### config.mk
export PLATFORM = sky130hd
export DESIGN_NAME = amc_master
export DESIGN_NICKNAME = d
export VERILOG_FILES = /design/src/verilog/amc_beat_addr.v /design/src/verilog/amc_master.v
export VERILOG_INCLUDE_DIRS = /design/src /design/src/verilog
export SDC_FILE = /design/constraint.sdc
export NUM_CORES = 1
export LEC_CHECK = 0
export BUFFER_PORTS_ARGS = -buffer_cell sky130_fd_sc_hd__buf_2
export CAP_MARGIN = 20
export CORE_ASPECT_RATIO = 0.8
export CORE_MARGIN = 2
export CORE_UTILIZATION = 60
export CTS_BUF_LIST = sky130_fd_sc_hd__clkbuf_4
export CTS_CLUSTER_SIZE = 25
export DETAILED_ROUTE_END_ITERATION = 10
export PLACE_DENSITY = 0.86
export SYNTH_ARGS = -nofsm -noshare
export SYNTH_HDL_FRONTEND = slang
export SYNTH_SLANG_ARGS = --single-unit
### constraint.sdc
create_clock -name i_clk_sys -period 4.3 [get_ports i_clk_sys]
set_clock_uncertainty 0.05 [all_clocks]
set_input_delay 0.86 -clock i_clk_sys [delete_from_list [all_inputs] [get_ports i_clk_sys]]
set_output_delay 0.86 -clock i_clk_sys [all_outputs]
set_load 0.005 [all_outputs]
### src/verilog/amc_defines.vh
// constants for the bus master address, control and response block
`ifndef AMC_DEFINES_VH
`define AMC_DEFINES_VH

`define AMC_TRANS_IDLE    2'h0
`define AMC_TRANS_NONSEQ  2'h2
`define AMC_TRANS_SEQ     2'h3

`define AMC_SIZE_BYTE     3'h0
`define AMC_SIZE_HALF     3'h1
`define AMC_SIZE_WORD     3'h2

`define AMC_BURST_SINGLE  3'h0
`define AMC_BURST_INCR    3'h1
`define AMC_BURST_INCR8   3'h5

`define AMC_RESP_OKAY     2'h0
`define AMC_RESP_ERROR    2'h1
`define AMC_RESP_RETRY    2'h2
`define AMC_RESP_SPLIT    2'h3

`define AMC_PROT_DATA     0
`define AMC_PROT_PRIV     1
`define AMC_PROT_BUF      2
`define AMC_PROT_CACHE    3

`define AMC_LINE_BEATS    4'h8
`define AMC_ADDR_RST      32'h0000_0000

`endif

### src/verilog/amc_beat_addr.v
// address step for one beat: next byte address from size
`timescale 1ns/1ps
`default_nettype none
`include "amc_defines.vh"

module amc_beat_addr #(
  parameter AW = 32
) (
  input  wire [AW-1:0] i_addr,
  input  wire [2:0]    i_size,
  output wire [AW-1:0] o_next
);

  wire [AW-1:0] step;

  // incrementing bursts never wrap; step equals the transfer size in bytes
  assign step = (i_size == `AMC_SIZE_WORD) ? {{(AW-3){1'b0}}, 3'h4} :
                (i_size == `AMC_SIZE_HALF) ? {{(AW-3){1'b0}}, 3'h2} :
                                             {{(AW-3){1'b0}}, 3'h1};
  assign o_next = i_addr + step;

endmodule // amc_beat_addr
`default_nettype wire

### src/verilog/amc_master.v
// bus master address/control issue and slave response tracking
//
// Contract
// - master drives a 32-bit byte address; word bursts advance by four.
// - write drives direction high, read drives it low.
// - direction stays constant across every beat of a burst.
// - size encodes byte 000, halfword 001, word 010 only.
// - burst encodes single 000, incr 001, incr8 101.
// - prot bit0 high for data, bit1 high for privileged.
// - prot bit2 high if bufferable, bit3 high if cachable.
// - a started transfer is never cancelled by the master; the code drops a pending burst beat to idle on any two-cycle response.
// - ready low inserts waits; transfer finishes only when ready sampled high.
// - okay with ready high is success; okay during waits.
// - error is two cycles; master records the failure.
// - retry is two cycles; master reissues until it completes.
// - split is two cycles; master reissues when next granted.
// - transfer type idle 00, nonseq 10, seq 11; never busy.
// - all signals driven and sampled on the rising clock edge.
// - eight-beat incr burst only for line fills, else incr; the code drives single for one-beat requests.
// - during reset address and control valid, transfer type idle.
`timescale 1ns/1ps
`default_nettype none
`include "amc_defines.vh"

module amc_master #(
  parameter AW = 32
) (
  input  wire          i_clk_sys,
  input  wire          i_rst_b,
  // request side from the core
  input  wire          i_req_valid,
  input  wire [AW-1:0] i_req_addr,
  input  wire          i_req_write,
  input  wire [2:0]    i_req_size,
  input  wire [3:0]    i_req_len,
  input  wire          i_req_fill,
  input  wire          i_req_data,
  input  wire          i_req_priv,
  input  wire          i_req_buf,
  input  wire          i_req_cache,
  output wire          o_req_ready,
  output reg           o_beat_done,
  output reg           o_beat_err,
  output reg           o_burst_end,
  // bus side
  output reg  [1:0]    o_htrans,
  output reg  [AW-1:0] o_haddr,
  output reg           o_hwrite,
  output reg  [2:0]    o_hsize,
  output reg  [2:0]    o_hburst,
  output reg  [3:0]    o_hprot,
  input  wire          i_hready,
  input  wire [1:0]    i_hresp
);

  localparam ST_IDLE  = 3'b001;
  localparam ST_BURST = 3'b010;
  localparam ST_REDO  = 3'b100;

  reg  [2:0]    state_r;
  reg  [2:0]    state_nxt;
  reg  [3:0]    left_r;
  reg  [3:0]    left_nxt;
  reg           dph_r;
  reg  [AW-1:0] dph_addr_r;
  reg           dph_first_r;
  reg  [1:0]    htrans_nxt;
  reg  [AW-1:0] haddr_nxt;
  reg           hwrite_nxt;
  reg  [2:0]    hsize_nxt;
  reg  [2:0]    hburst_nxt;
  reg  [3:0]    hprot_nxt;
  wire [AW-1:0] addr_inc;
  wire          addr_act;
  wire          resp_bad;
  wire          resp_again;

  ////////////////////////////////////////////////////////////////////////////
  amc_beat_addr #(.AW(AW)) u_step (
    .i_addr (o_haddr),
    .i_size (o_hsize),
    .o_next (addr_inc)
  );

  assign addr_act   = (o_htrans != `AMC_TRANS_IDLE);
  // first of two response cycles: ready low with a non-okay code
  assign resp_bad   = dph_r && !i_hready && (i_hresp != `AMC_RESP_OKAY);
  assign resp_again = (i_hresp == `AMC_RESP_RETRY) || (i_hresp == `AMC_RESP_SPLIT);
  // no take while an address phase ends: a retry of that beat would
  // otherwise replace the new request and reissue with its controls
  assign o_req_ready = (state_r == ST_IDLE) && i_hready && !resp_bad && !addr_act;

  ////////////////////////////////////////////////////////////////////////////
  always @* begin
    state_nxt  = state_r;
    left_nxt   = left_r;
    htrans_nxt = o_htrans;
    haddr_nxt  = o_haddr;
    hwrite_nxt = o_hwrite;
    hsize_nxt  = o_hsize;
    hburst_nxt = o_hburst;
    hprot_nxt  = o_hprot;
    case (state_r)
      ST_IDLE: begin
        if (resp_bad) begin
          htrans_nxt = `AMC_TRANS_IDLE;
          state_nxt  = resp_again ? ST_REDO : ST_IDLE;
        end else if (i_hready) begin
          if (i_req_valid && !addr_act) begin
            htrans_nxt = `AMC_TRANS_NONSEQ;
            haddr_nxt  = i_req_addr;
            hwrite_nxt = i_req_write;
            // unsupported size codes fall back to word
            hsize_nxt  = (i_req_size == `AMC_SIZE_BYTE) ? `AMC_SIZE_BYTE :
                         (i_req_size == `AMC_SIZE_HALF) ? `AMC_SIZE_HALF : `AMC_SIZE_WORD;
            if (i_req_fill) begin
              hburst_nxt = `AMC_BURST_INCR8;
              left_nxt   = `AMC_LINE_BEATS - 4'h1;
            end else if (i_req_len > 4'h1) begin
              hburst_nxt = `AMC_BURST_INCR;
              left_nxt   = i_req_len - 4'h1;
            end else begin
              hburst_nxt = `AMC_BURST_SINGLE;
              left_nxt   = 4'h0;
            end
            hprot_nxt[`AMC_PROT_DATA]  = i_req_data;
            hprot_nxt[`AMC_PROT_PRIV]  = i_req_priv;
            hprot_nxt[`AMC_PROT_BUF]   = i_req_buf;
            hprot_nxt[`AMC_PROT_CACHE] = i_req_cache;
            state_nxt = ((i_req_fill) || (i_req_len > 4'h1)) ? ST_BURST : ST_IDLE;
          end else begin
            htrans_nxt = `AMC_TRANS_IDLE;
          end
        end
      end
      ST_BURST: begin
        if (resp_bad) begin
          htrans_nxt = `AMC_TRANS_IDLE;
          // the cancelled pending beat is still owed after the reissue
          left_nxt   = addr_act ? (left_r + 4'h1) : left_r;
          state_nxt  = resp_again ? ST_REDO : ST_IDLE;
        end else if (i_hready) begin
          if (left_r != 4'h0) begin
            htrans_nxt = `AMC_TRANS_SEQ;
            haddr_nxt  = addr_inc;
            left_nxt   = left_r - 4'h1; // direction and control held
          end else begin
            htrans_nxt = `AMC_TRANS_IDLE;
            state_nxt  = ST_IDLE;
          end
        end
      end
      ST_REDO: begin
        // second response cycle: reissue the failed beat as a fresh burst start
        if (i_hready) begin
          htrans_nxt = `AMC_TRANS_NONSEQ;
          haddr_nxt  = dph_addr_r;
          // a reissued mid-burst beat becomes an undefined-length burst
          if (!dph_first_r && o_hburst != `AMC_BURST_SINGLE)
            hburst_nxt = `AMC_BURST_INCR;
          state_nxt  = (o_hburst == `AMC_BURST_SINGLE) ? ST_IDLE : ST_BURST;
        end
      end
      default: begin
        state_nxt  = ST_IDLE;
        htrans_nxt = `AMC_TRANS_IDLE;
      end
    endcase
  end

  ////////////////////////////////////////////////////////////////////////////
  always @(posedge i_clk_sys or negedge i_rst_b) begin
    if (!i_rst_b) begin
      state_r     <= ST_IDLE;
      left_r      <= 4'h0;
      dph_r       <= 1'b0;
      dph_addr_r  <= `AMC_ADDR_RST;
      dph_first_r <= 1'b0;
      o_htrans    <= `AMC_TRANS_IDLE;
      o_haddr     <= `AMC_ADDR_RST;
      o_hwrite    <= 1'b0;
      o_hsize     <= `AMC_SIZE_WORD;
      o_hburst    <= `AMC_BURST_SINGLE;
      o_hprot     <= 4'h0;
      o_beat_done <= 1'b0;
      o_beat_err  <= 1'b0;
      o_burst_end <= 1'b0;
    end else begin
      state_r  <= state_nxt;
      left_r   <= left_nxt;
      o_htrans <= htrans_nxt;
      o_haddr  <= haddr_nxt;
      o_hwrite <= hwrite_nxt;
      o_hsize  <= hsize_nxt;
      o_hburst <= hburst_nxt;
      o_hprot  <= hprot_nxt;
      // address phase moves to data phase only on ready high
      if (i_hready) begin
        dph_r       <= addr_act;
        dph_addr_r  <= o_haddr;
        dph_first_r <= (o_htrans == `AMC_TRANS_NONSEQ);
      end
      // done only on ready high with okay; the slave alone ends the beat
      o_beat_done <= dph_r && i_hready && (i_hresp == `AMC_RESP_OKAY);
      o_beat_err  <= resp_bad && (i_hresp == `AMC_RESP_ERROR);
      o_burst_end <= dph_r && i_hready && (i_hresp == `AMC_RESP_OKAY) &&
                     (state_r != ST_BURST) && !addr_act;
    end
  end

endmodule // amc_master
`default_nettype wire

==> results by stage, run 1 <==
Worst setup path:
- In this run the critical register-to-register path is captured at o_haddr[20].
- The worst setup path is captured at a flip-flop.
- The maximum fanout count along the critical path is 4.
- The endpoint required time on the critical path is 4.64 ns.
- The class of the most critical setup path is reg2reg.
- At the worst endpoint, the arrival time is 3.18 ns.
- The critical path ends at o_haddr[20].
- The most critical setup path has its startpoint at o_hsize[0].
- The number of cells on the worst reg-to-reg path is 10.
- The origin of the critical flop-to-flop path is o_hsize[0].
- The launching element type of the critical path is a flip-flop.
- For flop-to-flop paths, the worst setup slack is 1.45 ns.

Placement:
- The final HPWL from detailed placement is 8750 um.
- OpenSTA, run right after detailed placement, puts the worst setup slack at 1.13 ns.
- In this run the tool buffered the top-level ports with 97 buffer cells.
- The global placement routability congestion is 0.911.

Synthesis:
- The proportion of synthesized flip-flops having asynchronous set or reset is 100%.
- Of the synthesized area, sequential elements account for 42.6%.
- The synthesized instance count is 499.
- After synthesis the netlist holds a flip-flop and latch count of 87.
- The Yosys step of the flow raised 0 warnings.
- After synthesis the cells add up to 5120 um2.
- Yosys mapped a number of flops with a built-in enable equal to 0.
- The prevailing post-synth register cell is sky130_fd_sc_hd__dfrtp_1.
- A synthesized cell averages 10.3 um2.
- Synthesis instantiated 74 different standard cells from the library.

Clock tree:
- The number of buffers inserted during clock tree synthesis is 9.
- The clock tree root buffer cell is sky130_fd_sc_hd__clkbuf_4.
- The clock net in this run drives a total of 87 sinks.
- TritonCTS built the clock tree.
- Once the clock tree was built, the setup fixing pass inserted 0 buffers.
- Hold repair after CTS inserted 0 buffers.
- Clock-pin slew was measured on the worst setup and hold paths at 0.14 ns.
- The latest clock arrival within the worst-skew pair is 0.45 ns.
- The deepest clock path buffer count is 2.
- After clock tree synthesis, the repair step resized 0 gates.
- The H-tree was split into 3 levels.

Timing:
- The number of hold violations in the final report came to 0.
- Setup repair after global routing left no endpoint under its margin.
- For the pin with the worst max-slew slack, the measured transition is 0.854 ns.
- In the finished design, the share of the clock period the worst path needs comes to 66.2%.
- Measured against its own limit, the worst slew margin works out to 43.0%.
- Derived from the worst setup path, the maximum achievable clock frequency is 0.351 GHz.
- The count of endpoints failing setup in the final report is 0.
- After layout, the worst setup slack is 1.45 ns.
- Across all hold checks on the routed design, the worst slack comes to 0.419 ns.
- The worst path in the final design needs a cycle of 2.85 ns, including I/O delays and setup.
- The final number of max-transition violations came to 0.
- The final setup TNS is 0 ns.

Global routing:
- The via count of the first global-routing pass is 4280.
- The global router's overall resource usage is 29.0%.
- The number of antenna violations at the first check in global routing is 0.
- Entering global routing, the biggest net connects 62 pins.
- Summed over all layers, the global routing overflow is 0.
- The global-route wire length before repair is 21400 um.

Pwr:
- The static leakage is 2.60 nW.
- The power per standard cell area is 678 nW/um2.
- Across the VDD grid, the largest voltage drop is 0.000296 V.
- The total chip power is 3.93 mW.

Routing:
- The average vias per placed instance is 6.50.
- The violation count after the first detailed-routing iteration is 369.
- The number of design rule violations left after detail routing is 0.
- Summed over all layers, the routed wires come to 13000 um.
- The mean routed wirelength per cell is 18.7 um.
- The count of antenna-violating nets left after detailed routing is 0.
- The count of vias placed by the detailed router is 4540.
- The first detailed-routing pass ran for 6 iterations.

Run status:
- The flow ran to the end, and the final reports show no timing, DRC or antenna violations.

Cells and area:
- The final net count is 643.
- Compared with the post-synthesis result, the final layout area differs by 13.2%.
- The count of filler cells inserted in the layout is 633.
- The number of antenna cells inserted is 0.
- Of the cells placed in the final design, the portion with a size suffix greater than 1 is 33.3%.
- The most common cell after layout, fill and taps aside is sky130_fd_sc_hd__buf_2.
- In the layout the commonest cells are sky130_fd_sc_hd__buf_2 (96), sky130_fd_sc_hd__dfrtp_1 (85), sky130_fd_sc_hd__mux2_2 (42).
- For this run, the share of the core covered by cells in the final layout is 69.2%.

Floorplanning:
- For this design the top-level I/O count stands at 100.
- The die area is 9300 um2.
- The floorplan die height is 86.6 um.
- For this configuration, the core starts out at a cell density of 61.2%.
- The area of the placeable core is 8370 um2.
- After floorplanning, the core was divided into 30 placement rows.
- The floorplan step set the die width to 107 um.

Hold path:
- In this run the worst hold path is classified as in2async.

Run:
- The max-cap violation count is 0.
-- metrics by stage --
stage | cell area, um2 | std cells
global placement | 5580 | 682
CTS | 5800 | 698
global route | 5800 | 698
finish | 5800 | 698
detailed placement | 5580 | 682
floorplan | 5120 | 500
-- critical path: stages, from the launching register on --
cell,delay (ns)
sky130_fd_sc_hd__dfrtp_1,0.42
sky130_fd_sc_hd__inv_1,0.07
sky130_fd_sc_hd__ha_1,0.28
sky130_fd_sc_hd__ha_1,0.16
sky130_fd_sc_hd__inv_1,0.05
sky130_fd_sc_hd__fa_1,0.39
sky130_fd_sc_hd__nand2b_1,0.21
sky130_fd_sc_hd__a211oi_2,0.48
sky130_fd_sc_hd__nand2_1,0.10
sky130_fd_sc_hd__o41ai_1,0.37
sky130_fd_sc_hd__a22o_1,0.20
-- cell families (layout without fill, tap and decap cells) --
| kind of cell | after synthesis | in the layout | synth area share, % |
|---|---|---|---|
| muxes | 42 | 42 | 9.24 |
| adders and majority gates | 11 | 11 | 2.98 |
| buffers and inverters | 54 | 140 | 5.84 |
| xor gates and xnor gates | 4 | 4 | 0.684 |
| and+or+nand+nor | 130 | 130 | 15.3 |
| DFF | 87 | 87 | 42.6 |
| other | 1 | 2 | 0.0732 |
| AOI/OAI and AO/OA | 170 | 170 | 23.3 |
-- Yosys cell counts (3+ instances only) --
cell type,n,area share (%)
sky130_fd_sc_hd__dfrtp_1,85,42
sky130_fd_sc_hd__mux2_2,42,9.2
sky130_fd_sc_hd__o21ai_1,32,3.1
sky130_fd_sc_hd__nand2_1,30,2.2
sky130_fd_sc_hd__nor2_1,26,1.9
sky130_fd_sc_hd__a21oi_1,24,2.3
sky130_fd_sc_hd__inv_1,20,1.5
sky130_fd_sc_hd__a22oi_1,15,2.2
sky130_fd_sc_hd__o21ai_0,15,1.5
sky130_fd_sc_hd__a31oi_1,13,1.6
sky130_fd_sc_hd__a22o_1,11,1.9
sky130_fd_sc_hd__and3_1,10,1.2
sky130_fd_sc_hd__nand4_1,10,1.2
sky130_fd_sc_hd__nor3_1,10,0.98
sky130_fd_sc_hd__ha_1,9,2.2
sky130_fd_sc_hd__a221oi_1,8,1.4
sky130_fd_sc_hd__buf_2,8,0.78
sky130_fd_sc_hd__clkbuf_1,8,0.59
sky130_fd_sc_hd__o22ai_1,8,0.98
sky130_fd_sc_hd__buf_6,7,1.5
sky130_fd_sc_hd__nand3_1,7,0.68
sky130_fd_sc_hd__o31a_1,7,1.2
sky130_fd_sc_hd__buf_4,6,0.88
sky130_fd_sc_hd__nor4_1,6,0.73
sky130_fd_sc_hd__xnor2_1,4,0.68
sky130_fd_sc_hd__buf_1,3,0.22
sky130_fd_sc_hd__nor2b_1,3,0.37
sky130_fd_sc_hd__nor4_2,3,0.73
sky130_fd_sc_hd__o211ai_1,3,0.44
sky130_fd_sc_hd__o2bb2ai_1,3,0.51
-- flip-flops by register name (all words and copies together), names as in the netlist --
| name | cells |
|---|---|
| dph_first_r | 1 |
| dph_addr_r | 32 |
| o_beat_err | 1 |
| o_beat_done | 1 |
| o_htrans | 2 |
| dph_r | 1 |
| o_hburst | 2 |
| o_haddr | 32 |
| o_burst_end | 1 |
| left_r | 4 |
| o_hwrite | 1 |
| state_r | 3 |
| o_hsize | 2 |
| o_hprot | 4 |
-- report_power, final --
group	leakage, nW	internal (mW)	switching [mW]
Combinational	1.42	0.763	0.854
Clock	0.103	0.354	0.300
Sequential	1.07	1.20	0.459
Total	2.60	2.32	1.61
-- how the worst min path moves through the flow --
stage                    from              to  depth (start not counted)
2_1_floorplan  dph_addr_r[11]  dph_addr_r[11]                          1
6_report              i_rst_b     o_hburst[0]                          1
4_1_cts               i_rst_b     o_haddr[17]                          1
5_1_grt               i_rst_b     o_hburst[0]                          1
3_3_place_gp      o_hburst[0]     o_hburst[0]                          1
3_5_place_dp       o_hprot[2]      o_hprot[2]                          1
-- layout make-up --
cell class	instances	area [um2]	share of cell area [%]
clock inverters	7	144	2.48
inverters	20	75.1	1.30
multi-input cells	359	2650	45.7
clock buffers	9	67.6	1.17
well taps	112	140	2.42
repair buffers	104	541	9.33
flip-flops and latches	87	2180	37.6
-- routing by layer --
layer,up-vias,global-route usage [%],part of all wire [%]
li1,2056,-,-
met1,2245,41.0,43
met2,221,44.6,48
met3,18,6.77,7.6
met4,0,9.33,1.6
met5,-,0,0
Note: power is estimated with default switching activity, not from simulation.
==> run 2: changes to the inputs <==
--- a/config.mk
+++ b/config.mk
@@ -10,11 +10,11 @@
 export CAP_MARGIN = 20
 export CORE_ASPECT_RATIO = 0.8
 export CORE_MARGIN = 2
-export CORE_UTILIZATION = 60
+export CORE_UTILIZATION = 58
 export CTS_BUF_LIST = sky130_fd_sc_hd__clkbuf_4
 export CTS_CLUSTER_SIZE = 25
 export DETAILED_ROUTE_END_ITERATION = 10
-export PLACE_DENSITY = 0.86
+export PLACE_DENSITY = 0.83
 export SYNTH_ARGS = -nofsm -noshare
 export SYNTH_HDL_FRONTEND = slang
 export SYNTH_SLANG_ARGS = --single-unit
==> constraint.sdc (replaced) <==
create_clock -name i_clk_sys -period 2.9 [get_ports i_clk_sys]
set_clock_uncertainty 0.05 [all_clocks]
set_input_delay 0.58 -clock i_clk_sys [delete_from_list [all_inputs] [get_ports i_clk_sys]]
set_output_delay 0.58 -clock i_clk_sys [all_outputs]
set_load 0.005 [all_outputs]
==> results by stage, run 2 (synthesis gave the netlist of run 1 again) <==
Cells and area:
- The layout overhead on the synthesized area is 14.2%.
- Leaving out fill and tap cells, the most frequent cell in the layout is sky130_fd_sc_hd__buf_2.
- The final cell count without fillers is 701 (+0.43%).
- The final net count is 646 (+0.47%).
- The library cells used most frequently in the layout, excluding fill and tap cells, are sky130_fd_sc_hd__buf_2 (96), sky130_fd_sc_hd__dfrtp_1 (85), sky130_fd_sc_hd__mux2_2 (42).
- The area used by multi-input combinational logic is 2670 um2 (+0.85%).
- The count of filler cells inserted in the layout is 670 (+5.8%).
- The number of antenna cells inserted came to 0 (unchanged).
- The fraction of final layout cells with drive strength greater than 1 is 33.8% (+0.51 points).
- The largest registers in the layout are dph_addr_r: 32 flops, o_haddr: 32 flops.
- The sequential cell area is 2180 um2 (unchanged).

Hold path:
- The worst hold path belongs to the class in2async.

Timing:
- The final number of max-transition violations is 0 (unchanged).
- Setup repair after global routing left no endpoint under its margin.
- The number of hold violations in the final report was 0 (unchanged).
- The slew of the pin with the lowest slew margin came to 1.04 ns (+0.185 ns).
- The final setup TNS is 0 ns (unchanged).
- The final hold slack is 0.0413 ns (-0.377 ns).
- The count of endpoints failing setup in the final report came to 0 (unchanged).
- The final period utilization is 94.3% (+28 points).
- The max-slew headroom at the worst pin is 30.7% (-12 points).
- The post-layout minimum cycle time is 2.74 ns (-0.112 ns).
- The top achievable clock speed was 0.366 GHz (+4.1%).

Clock tree:
- TritonCTS built the clock tree.
- The clock net sink count is 87 (unchanged).
- The number of buffers added for setup after CTS is 0 (unchanged).
- Clock tree synthesis selected as its root buffer the cell sky130_fd_sc_hd__clkbuf_4.
- The clock-pin slew reported for the worst setup and hold paths after clock tree synthesis is 0.14 ns (about the same).
- The depth of the CTS H-tree is 3 (unchanged).
- The deepest clock path buffer count is 2 (unchanged).
- The number of buffers inserted during clock tree synthesis is 9 (unchanged).
- The number of buffers inserted for hold repair after clock tree synthesis is 0 (unchanged).
- The latest clock arrival within the worst-skew pair is 0.45 ns (about the same).

Routing:
- The mean routed wirelength per cell was 18.8 um (+0.52%).
- The met3 routed wirelength is 1180 um (+19%).
- The top metal layer carrying routed signals is met4.
- The count of vias placed by the detailed router came to 4458 (-1.8%).
- The count of antenna-violating nets left after detailed routing is 0 (unchanged).
- The number of design rule violations left after detail routing was 0 (unchanged).
- The routed length on met2 is 6240 um (+0.21%).
- The wire length on met1 is 5480 um (-2.3%).
- The violation count after the first detailed-routing iteration was 390 (+5.7%).
- The final routed wirelength across all metal layers is 13200 um (+0.95%).
- The average vias per placed instance is 6.36 (-2.2%).
- The total iterations of the first detailed-routing run is 5 (-1).

Pwr:
- The clock network power share is 16.4% (-0.2 points).
- The static leakage was 2.63 nW (+1.1%).
- The internal power consumption was 3.46 mW (+49%).
- The net switching component of the power came to 2.41 mW (+49%).
- The largest vdd supply drop is 0.000420 V (+42%).
- The power per standard cell area is 1000 nW/um2 (+48%).
- The portion of total power attributed to combinational logic is 41.5% (+0.3 points).
- The total chip power is 5.87 mW (+49%).
- The share of total power in sequential cells is 42.1% (about the same).
- The switching fraction of total power is 41.1% (about the same).

Global routing:
- The via count of the first global-routing pass is 4325 (+1.1%).
- The pin count of the biggest net entering global routing came to 55 (-11%).
- The number of antenna violations at the first check in global routing is 0 (unchanged).
- The global-route wire length before repair is 21500 um (+0.49%).
- The sum of overflow across all layers after global routing is 0 (unchanged).
- The global router's overall resource usage is 28.6% (-0.45 points).

Worst setup path:
- Traced cell by cell, the critical path runs through inv_1, ha_1, ha_1, nand3_1, a21oi_2, nand4_1, o31a_1, o22ai_1.
- The slowest stage of the critical path is the sky130_fd_sc_hd__a21oi_2 cell.
- The worst stage delay on the critical path is 0.60 ns (+0.12 ns).
- The cell count of the worst reg-to-reg path came to 8 (-2).
- The maximum fanout count along the critical path was 10 (+6).
- The reg-to-reg setup timing slack was 0.16 ns (-1.29 ns).
- The class of the most critical setup path is reg2reg.
- The cell that appears most often on the critical path is sky130_fd_sc_hd__ha_1.
- The arrival time reported for the critical path endpoint was 3.07 ns (-0.11 ns).
- The endpoint identified for the worst register-to-register timing path is o_haddr[25].
- STA classifies the critical path startpoint as a flip-flop.
- The origin of the critical flop-to-flop path is o_hsize[1].
- The endpoint required time on the critical path is 3.23 ns (-1.41 ns).
- The endpoint type of the worst setup path is a flip-flop.

Placement:
- The number of port buffers was 97 (unchanged).
- The global placement routability congestion is 0.905 (-0.71%).
- The final HPWL from detailed placement came to 8950 um (+2.2%).
- The number of placed cells counting well taps was 685 (+0.44%).

Floorplanning:
- The floorplan die height was 88.0 um (+1.6%).
- The standard-cell row count came to 30 (unchanged).
- The area of the placeable core came to 8520 um2 (+1.8%).
- The starting density of the core came to 60.1% (-1.1 points).
- The die span in x came to 109 um (+1.6%).
- The die area is 9600 um2 (+3.3%).
- The count of pins on the block boundary is 100 (unchanged).

Run status:
- The run finished with clean final reports.

Run:
- The max-cap violation count is 0 (unchanged).
==> run 2: power by group through the flow <==
stage               clock [mW]  combinational (mW)  sequential (mW)
floorplan                    0                1.82             2.27
CTS                      0.967                2.41             2.46
global route              1.02                2.70             2.56
finish                   0.960                2.44             2.47
detailed placement           0                2.39             2.47
global placement             0                2.30             2.42
==> run 2: layout make-up <==
cell class                 count  share of cell area [%]
clock inverter                 6                    2.27
clock buffer                  10                    1.28
multi-input combinational    359                    45.7
timing repair buffer         107                    9.84
tap                          112                    2.40
sequential                    87                    37.3
inverter                      20                    1.28
==> run 2: worst max-delay path by stage <==
stage	from	endpoint	slack [ns]
after detailed placement	o_hsize[0]	o_haddr[28]	0.19
after global routing	o_hsize[1]	o_haddr[31]	0.02
final	o_hsize[1]	o_haddr[25]	0.16
after floorplan	i_hready	left_r[3]	0.40
after CTS	o_hsize[0]	o_haddr[28]	0.15
after global placement	o_hsize[1]	o_haddr[12]	0.32
==> run 2: what timing repair did <==
action | in CTS | in global routing
endpoints found under the setup margin | 0 | 5
endpoints found under the hold margin | 0 | 0
resized for setup | 0 | 3
==> run 2: stage by stage <==
stage | worst slack, ns | utilization (%) | cell area, um2
global route | 0.0199 | 68.6 | 5850
floorplan | 0.402 | - | 5120
finish | 0.165 | 68.6 | 5850
global placement | 0.315 | 65.9 | 5620
CTS | 0.151 | 68.4 | 5830
detailed placement | 0.194 | 65.9 | 5620
==> run 2: worst max-delay path, delay by kind of cell, from the launching register on <==
kind / cells / cell delay [ns]
flip-flops: 1 / 0.59
AO/OA/AOI/OAI: 3 / 1.04
AND/OR/NAND/NOR: 2 / 0.45
buffers and inverters: 1 / 0.05
adder cells (fa/ha/maj): 2 / 0.49
==> run 2: layer usage <==
layer,track usage [%],vias to the layer above
met3,5.13,22
li1,-,2065
met5,0,-
met4,8.04,0
met1,39.7,2126
met2,46.4,245
